--- config.mk ---
export PLATFORM = sky130hd
export DESIGN_NAME = strap_latch_boot_select
export DESIGN_NICKNAME = d
export VERILOG_FILES = /design/src/verilog/strap_latch_boot_select.v
export VERILOG_INCLUDE_DIRS = /design/src /design/src/verilog
export SDC_FILE = /design/constraint.sdc
export NUM_CORES = 1
export LEC_CHECK = 0
export CAP_MARGIN = 40
export CORE_MARGIN = 3
export CORE_UTILIZATION = 40
export CTS_CLUSTER_SIZE = 20
export DETAILED_ROUTE_END_ITERATION = 8
export DONT_BUFFER_PORTS = 1
export MAX_ROUTING_LAYER = met4
export PLACE_DENSITY_LB_ADDON = 0.08
export SLEW_MARGIN = 5
export SYNTH_ARGS = -nofsm -noshare
export SYNTH_HDL_FRONTEND = slang
export SYNTH_SLANG_ARGS = --single-unit
--- constraint.sdc ---
create_clock -name clk -period 3.7 [get_ports clk]
set_clock_uncertainty 0.2 [all_clocks]
set_input_delay 0.37 -clock clk [delete_from_list [all_inputs] [get_ports clk]]
set_output_delay 0.37 -clock clk [all_outputs]
set_load 0.01 [all_outputs]
--- src/verilog/strap_latch_consts.vh ---
// constants for the strap latch and boot select block
// Function
// RULE_01 - latch three straps in reset, hold
// RULE_02 - sample on every system reset source
// RULE_03 - software reads latched straps via register
// RULE_04 - boot-select strap pulled up, floating reads 1
// RULE_05 - after reset straps become function pins
// RULE_06 - boot-select 1 flash, else print 1 download; the code selects neither when the auxiliary strap is 0
// RULE_07 - both straps 0 is an invalid combination
// RULE_08 - policy 0 prints always, 3 never
// RULE_09 - policy 1 prints on 0, 2 on 1
// RULE_10 - outside party drives straps during power-on
// RULE_11 - decoded outputs come only from held latches
`ifndef STRAP_LATCH_CONSTS_VH
`define STRAP_LATCH_CONSTS_VH

`define ADDR_STRAP_STATUS 4'h0
`define ADDR_BOOT_STATUS 4'h4
`define ADDR_PIN_CTRL 4'h8
`define ADDR_PIN_INPUT 4'hC

`define STRAP_AUX_BIT 0
`define STRAP_PRINT_BIT 1
`define STRAP_BOOT_BIT 2

`define BOOT_FLASH_BIT 0
`define BOOT_DOWNLOAD_BIT 1
`define BOOT_INVALID_BIT 2
`define BOOT_PRINT_EN_BIT 3
`define BOOT_POLICY_LSB 4
`define BOOT_SAMPLED_BIT 6

`define STRAP_RESET_VALUE 3'h7
`define PIN_CTRL_RESET_VALUE 6'h00

`define POLICY_ALWAYS 2'h0
`define POLICY_ON_LOW 2'h1
`define POLICY_ON_HIGH 2'h2
`define POLICY_NEVER 2'h3

`endif

--- src/verilog/strap_latch_boot_select.v ---
// strap latch, boot mode decode and register port for the three strap pins
//
// Chosen here: strobed register access and the placing of the registers.
`timescale 1ns/1ps
`include "strap_latch_consts.vh"

module strap_latch_boot_select #(
   parameter ADDR_WIDTH = 4,
   parameter DATA_WIDTH = 32
) (
   input wire clk,
   input wire rst_n,
   // system reset sources, active high levels
   input wire porReset,
   input wire lpWdtReset,
   input wire brownoutReset,
   input wire anaWdtReset,
   input wire glitchReset,
   // one-time-programmable print policy field
   input wire [1:0] printPolicy,
   // strap pins, split into input, output and active-low enable
   input wire strapPinAuxIn,
   input wire strapPinPrintIn,
   input wire strapPinBootSelectIn,
   // high when something outside actually drives the boot-select pin
   input wire strapPinBootSelectDriven,
   output reg strapPinAuxOut,
   output reg strapPinPrintOut,
   output reg strapPinBootSelectOut,
   output reg strapPinAuxOeN,
   output reg strapPinPrintOeN,
   output reg strapPinBootSelectOeN,
   output reg bootSelectPullUp,
   // decoded boot selection
   output reg bootFlash,
   output reg bootDownload,
   output reg bootInvalid,
   output reg printEnable,
   // register port
   input wire [ADDR_WIDTH-1:0] addr,
   input wire [DATA_WIDTH-1:0] wrData,
   input wire wrStrobe,
   input wire rdStrobe,
   output reg [DATA_WIDTH-1:0] rdData
);

   ////////////////////////////////////////////////////////////////////////////

   wire sysReset;
   wire [2:0] pinLevel;
   wire [2:0] strapNext;
   wire flashNext;
   wire downloadNext;
   wire invalidNext;
   reg printNext;
   reg [2:0] strap_reg;
   reg [1:0] policy_reg;
   reg sampled_reg;
   reg [5:0] pinCtrl_reg;
   reg [2:0] pinIn_reg;

   assign sysReset = porReset | lpWdtReset | brownoutReset | anaWdtReset | glitchReset; // [RULE_02]

   // a floating boot-select pin is lifted by the internal pull-up
   assign pinLevel[`STRAP_AUX_BIT] = strapPinAuxIn;
   assign pinLevel[`STRAP_PRINT_BIT] = strapPinPrintIn;
   assign pinLevel[`STRAP_BOOT_BIT] = strapPinBootSelectIn | ~strapPinBootSelectDriven; // [RULE_04]

   // straps follow the pins only while a system reset is held
   assign strapNext = sysReset ? pinLevel : strap_reg; // [RULE_01]

   ////////////////////////////////////////////////////////////////////////////
   // latches; cleared only by power-down (rst_n)

   always @(posedge clk or negedge rst_n) begin
      if (!rst_n) begin
         strap_reg <= `STRAP_RESET_VALUE;
         policy_reg <= `POLICY_ALWAYS;
         sampled_reg <= 1'b0;
      end else begin
         strap_reg <= strapNext; // [RULE_01]
         if (sysReset) begin
            policy_reg <= printPolicy;
            sampled_reg <= 1'b1;
         end
      end
   end

   ////////////////////////////////////////////////////////////////////////////
   // decode from the held values only, so later pin traffic cannot disturb it

   assign flashNext = strap_reg[`STRAP_BOOT_BIT]; // [RULE_06] [RULE_11]
   assign downloadNext = ~strap_reg[`STRAP_BOOT_BIT] & strap_reg[`STRAP_PRINT_BIT]; // [RULE_06]
   // both straps low, or the auxiliary strap low, is not a boot mode
   assign invalidNext = (~strap_reg[`STRAP_BOOT_BIT] & ~strap_reg[`STRAP_PRINT_BIT])
                        | ~strap_reg[`STRAP_AUX_BIT]; // [RULE_07]

   always @* begin
      printNext = 1'b1;
      case (policy_reg)
         `POLICY_ALWAYS: printNext = 1'b1; // [RULE_08]
         `POLICY_ON_LOW: printNext = ~strap_reg[`STRAP_PRINT_BIT]; // [RULE_09]
         `POLICY_ON_HIGH: printNext = strap_reg[`STRAP_PRINT_BIT]; // [RULE_09]
         default: printNext = 1'b0; // [RULE_08]
      endcase
   end

   always @(posedge clk or negedge rst_n) begin
      if (!rst_n) begin
         bootFlash <= 1'b1;
         bootDownload <= 1'b0;
         bootInvalid <= 1'b0;
         printEnable <= 1'b1;
      end else begin
         bootFlash <= flashNext & ~invalidNext; // [RULE_11]
         bootDownload <= downloadNext & ~invalidNext; // [RULE_11]
         bootInvalid <= invalidNext; // [RULE_07]
         printEnable <= printNext; // [RULE_11]
      end
   end

   ////////////////////////////////////////////////////////////////////////////
   // function pins: released during reset, driven from the control register after

   always @(posedge clk or negedge rst_n) begin
      if (!rst_n) begin
         strapPinAuxOut <= 1'b0;
         strapPinPrintOut <= 1'b0;
         strapPinBootSelectOut <= 1'b0;
         strapPinAuxOeN <= 1'b1;
         strapPinPrintOeN <= 1'b1;
         strapPinBootSelectOeN <= 1'b1;
         bootSelectPullUp <= 1'b1;
         pinIn_reg <= 3'h0;
      end else begin
         // pin drive is held off from the second edge of a system reset on, so the first strap sample can still see it
         strapPinAuxOut <= pinCtrl_reg[`STRAP_AUX_BIT]; // [RULE_05]
         strapPinPrintOut <= pinCtrl_reg[`STRAP_PRINT_BIT];
         strapPinBootSelectOut <= pinCtrl_reg[`STRAP_BOOT_BIT];
         strapPinAuxOeN <= sysReset | ~pinCtrl_reg[3 + `STRAP_AUX_BIT]; // [RULE_05]
         strapPinPrintOeN <= sysReset | ~pinCtrl_reg[3 + `STRAP_PRINT_BIT];
         strapPinBootSelectOeN <= sysReset | ~pinCtrl_reg[3 + `STRAP_BOOT_BIT];
         bootSelectPullUp <= sysReset | ~pinCtrl_reg[3 + `STRAP_BOOT_BIT]; // [RULE_04]
         pinIn_reg <= {strapPinBootSelectIn, strapPinPrintIn, strapPinAuxIn}; // [RULE_05]
      end
   end

   ////////////////////////////////////////////////////////////////////////////
   // register port; a system reset also restores the pin control register

   always @(posedge clk or negedge rst_n) begin
      if (!rst_n) begin
         pinCtrl_reg <= `PIN_CTRL_RESET_VALUE;
      end else if (sysReset) begin
         pinCtrl_reg <= `PIN_CTRL_RESET_VALUE;
      end else if (wrStrobe && addr == `ADDR_PIN_CTRL) begin
         pinCtrl_reg <= wrData[5:0];
      end
   end

   always @(posedge clk or negedge rst_n) begin
      if (!rst_n) begin
         rdData <= {DATA_WIDTH{1'b0}};
      end else if (rdStrobe) begin
         if (addr == `ADDR_STRAP_STATUS) begin
            rdData <= {{(DATA_WIDTH-3){1'b0}}, strap_reg}; // [RULE_03]
         end else if (addr == `ADDR_BOOT_STATUS) begin
            rdData <= {{(DATA_WIDTH-7){1'b0}}, sampled_reg, policy_reg, printEnable,
                       bootInvalid, bootDownload, bootFlash};
         end else if (addr == `ADDR_PIN_CTRL) begin
            rdData <= {{(DATA_WIDTH-6){1'b0}}, pinCtrl_reg};
         end else if (addr == `ADDR_PIN_INPUT) begin
            rdData <= {{(DATA_WIDTH-3){1'b0}}, pinIn_reg};
         end else begin
            rdData <= {DATA_WIDTH{1'b0}};
         end
      end else begin
         rdData <= {DATA_WIDTH{1'b0}};
      end
   end

endmodule // strap_latch_boot_select

---- Word level (Yosys, flattened, before mapping) ----
Index checks and enable logic that the tools add are counted.
word-level totals
  register bits ........................... 57
  output and inout port bits .............. 43
  logic and storage cells ................. 54
cells by class
  equal/unequal tests ..................... 5
  mux-type cells .......................... 8
  bitwise gates (word level) .............. 21
  reductions and logical operators ........ 4
operators by type and width
  operator                                        number
  two-way mux 32 bit                              1
  two-way mux 6 bit                               3
  two-way mux 7 bit                               2
  OR 1 bit                                        9
  == test 4 bit (second input constant)           2
  inverter 1 bit                                  8
  AND 1 bit                                       4
  == test 4 x 3 -> 1 bit (second input constant)  1
  logical NOT 4 bit                               1
  two-way mux 3 bit                               1
  case mux 1 bit (3 select lines)                 1
  == test 2 x 1 -> 1 bit (second input constant)  1
  == test 2 bit (second input constant)           1
  logical NOT 2 bit                               1
  nonzero test 2 bit                              1
  logical AND 1 bit                               1

---- Longest topological paths before layout ----
  depth after elaboration ................. 6
  mapped depth ............................ 4

---- Worst setup path before layout ----
OpenSTA, ideal clock, no wires.
  path kind ............................... input to register
  start ................................... input lpWdtReset
  end ..................................... register policy_reg[0]
  data arrival time ....................... 1.510 ns
  path slack .............................. 1.865 ns
  cell stages on the path ................. 4
  path through ............................ or3_1 > or3_4 > buf_6 > mux2_4
between the ends
  longest elaborated chain between the ends .. 4
RTL lines
  what                   RTL line                      source
  start, declared        strap_latch_boot_select.v:15  input wire lpWdtReset,
  OR 1 bit (4 in a row)  strap_latch_boot_select.v:62  assign sysReset = porReset | lpWdtReset | brownoutReset | anaWdtReset | glitchReset;
  end signal, assigned   strap_latch_boot_select.v:78  policy_reg <= `POLICY_ALWAYS;
  end signal, assigned   strap_latch_boot_select.v:83  policy_reg <= printPolicy;
  end, declared          strap_latch_boot_select.v:57  reg [1:0] policy_reg;
No other way between the ends.
A chain may end at the register's enable or synchronous reset.

---- Worst setup path after layout ----
  start ................................... input addr[2]
  end ..................................... register pinCtrl_reg[3]
between the ends
  longest elaborated chain between the ends .. 3
RTL lines
  what                          RTL line                       source
  start, declared               strap_latch_boot_select.v:40   input wire [ADDR_WIDTH-1:0] addr,
  == test 4 bit (no line)       --
  logical AND 1 bit (no line)   --
  nonzero test 2 bit (no line)  --
  end signal, assigned          strap_latch_boot_select.v:153  pinCtrl_reg <= `PIN_CTRL_RESET_VALUE;
  end signal, assigned          strap_latch_boot_select.v:155  pinCtrl_reg <= `PIN_CTRL_RESET_VALUE;
  end signal, assigned          strap_latch_boot_select.v:157  pinCtrl_reg <= wrData[5:0];
  end, declared                 strap_latch_boot_select.v:59   reg [5:0] pinCtrl_reg;
No other way between the ends.

==> flow_summary.json <==
{
  "row_count": 21,
  "grt_pass1_vias": 759,
  "cts_tree": "done",
  "synth_top_area_cell": "dfrtp_1",
  "clkLatencyLatePin_ps": 320,
  "maxSlewHeadroom_pct": 62.9,
  "synth_area_leaders": "dfrtp_1 (42%), dfstp_2 (15%), buf_4 (14%)",
  "synth_common_cells": "buf_4 (26), dfrtp_1 (24), dfstp_2 (8)",
  "synth.cell_area_um2": 1440,
  "cts_sinks": 32,
  "drt_iter0_drc": 16,
  "grtUsageTotal_pct": 11.8,
  "ir_drop_uv": 118,
  "worstSetupStartpoint": "addr[2]",
  "met3WireLength_um": 282,
  "ant_nets": 0,
  "r2r_start": "bootDownload",
  "p_per_area_nw_per_um2": 402,
  "synth_top_area_share_pct": 41.7,
  "final_cells": 183,
  "gp_congestion": 0.701,
  "grt_max_degree": 33,
  "drv_cap": 0,
  "n_antenna_cell": 0,
  "avgSynthCellArea_um2": 12.2,
  "timing.final.crit_period_ps": 1660,
  "status": "completed",
  "min_from": "wrStrobe",
  "fin_nets": 187,
  "synth-edff-count": 0,
  "synth.most_common_cell": "buf_4",
  "wl_um": 2490,
  "hold_end": "pinCtrl_reg[4]",
  "root_buffer": "clkbuf_4",
  "crit_fanout": 7,
  "hold_path_depth": 2,
  "dpl_cell_area_um2": 1380,
  "yosys_warnings": 0,
  "min_period_over_period_pct": 44.9,
  "drive_above_1_share_pct": 19.7,
  "setup_tns_ps": 0,
  "fmax_mhz": 602,
  "cp.arrival_ps": 1710,
  "num_vias": 826,
  "cts_buffers": 5,
  "clk_pin_slew_ps": 90,
  "io_buffers": 0,
  "finalInstanceArea_um2": 1600,
  "ys_seq_elements": 32,
  "multi_input_area_um2": 503,
  "hold_slack_ps": 13.5,
  "grt_setup_unrepaired": "no",
  "syn_to_final_growth_pct": 11.5,
  "grt_pass1_wl_um": 3660,
  "top_layer_used": "met4",
  "routedLengthMet1_um": 1070,
  "worst_pin_slew_ps": 556,
  "reg2regPathDepth": 2,
  "cp.required_ps": 3750,
  "critPathLaunchType": "primary input",
  "cp-end-kind": "flip-flop",
  "fillCellCount": 318,
  "async_flop_share_pct": 100,
  "hold_class": "in -> reg",
  "clockBufferDepth": 2,
  "pre_cts_ws_ps": 1870,
  "p_leak_nw": 0.718,
  "fin_ws_ps": 2040,
  "finalSetupViolCount": 0,
  "postSynthCellCount": 118,
  "place_hpwl_um": 1860,
  "synth.distinct_cells": 26,
  "die_h_um": 66.0,
  "hold_violations": 0,
  "seq_area_um2": 811,
  "drt-wirelength-per-cell_um": 13.6,
  "die_area_um2": 4350,
  "die_w_um": 66.0,
  "reg2reg_to": "rdData[1]",
  "yosysSeqAreaShare_pct": 56.3,
  "grt.overflow.total": 0,
  "yosys_most_used_dff": "dfrtp_1",
  "dp_cells": 160,
  "start_util_pct": 42.5,
  "via_per_inst": 4.51,
  "largest_reg_flops": 7,
  "route.met2.wl_um": 1090,
  "htree_levels": 2,
  "drv_slew": 0,
  "grt_antenna_before_repair": 0,
  "postCtsSetupRepairBufs": 0,
  "first_pass_iters": 4,
  "crit_type": "in -> reg",
  "drc": 0,
  "r2r_slack_ps": 2320,
  "core_um2": 3390,
  "io_pins": 94
}
==> cells in the final DEF (no fill, tap or decap), drive strengths merged, types with 5 or more instances in the layout <==
| cell | synthesis | routed |
|---|---|---|
| conb | 1 | 25 |
| dfrtp | 24 | 24 |
| dlygate4sd3 | 0 | 14 |
| dfstp | 8 | 8 |
| clkbuf | 0 | 8 |
| o21ai | 7 | 7 |
| nor2 | 6 | 6 |
| nand2 | 6 | 6 |
| nand3 | 6 | 6 |
| a21oi | 6 | 6 |
| mux2 | 5 | 5 |
==> repair_timing <==
| item | 4_1_cts | 5_1_grt |
|---|---|---|
| hold buffers | 15 | 0 |
| resized for setup | 0 | 0 |
| endpoints found under the hold margin | 48 | 0 |
==> cells by family after synthesis <==
logic type,after synthesis,share of synthesized area [%]
other cells,1,0.261
mux,9,10.3
buf+inv,29,15.0
simple gates,31,12.0
flops,32,56.3
compound gates,16,6.09
==> report_power, final <==
group | total [mW] | internal [mW] | switching (mW)
combinational | 0.0543 | 0.0256 | 0.0287
clock | 0.219 | 0.112 | 0.107
sequential | 0.371 | 0.362 | 0.00881
==> final cells by class <==
cell class / instances / share of cell area [%]
Multi-Input combinational cell: 81 / 31.4
Timing Repair Buffer: 15 / 9.98
Tap cell: 46 / 3.59
Inverter: 1 / 0.234
Sequential cell: 32 / 50.5
Clock buffer: 8 / 4.29
==> metal layers <==
metal,up-vias,GRT usage (%)
li1,388,-
met1,382,15.0
met2,51,16.6
met3,5,3.40
met4,0,7.11
met5,-,-
==> metrics by stage <==
stage | util, % | power [mW]
2_1_floorplan | - | 0.427
3_3_place_gp | 40.6 | 0.411
3_5_place_dp | 40.6 | 0.411
4_1_cts | 47.3 | 0.653
5_1_grt | 47.3 | 0.675
6_report | 47.3 | 0.644
==> worst max path at each step <==
stage	to	slack [ps]	cells past startpoint
2_1_floorplan	policy_reg[0]	1870	4
3_3_place_gp	policy_reg[1]	1880	3
3_5_place_dp	policy_reg[0]	1870	3
4_1_cts	pinCtrl_reg[3]	2030	4
5_1_grt	pinCtrl_reg[3]	1970	4
6_report	pinCtrl_reg[3]	2040	4
==> worst max-delay path, cell delays in order <==
cell and delay (ps):
nor4b_2 520, nand3_1 130, dlygate4sd3_1 570, a21oi_1 120
Note: power is estimated with default switching activity, not from simulation.
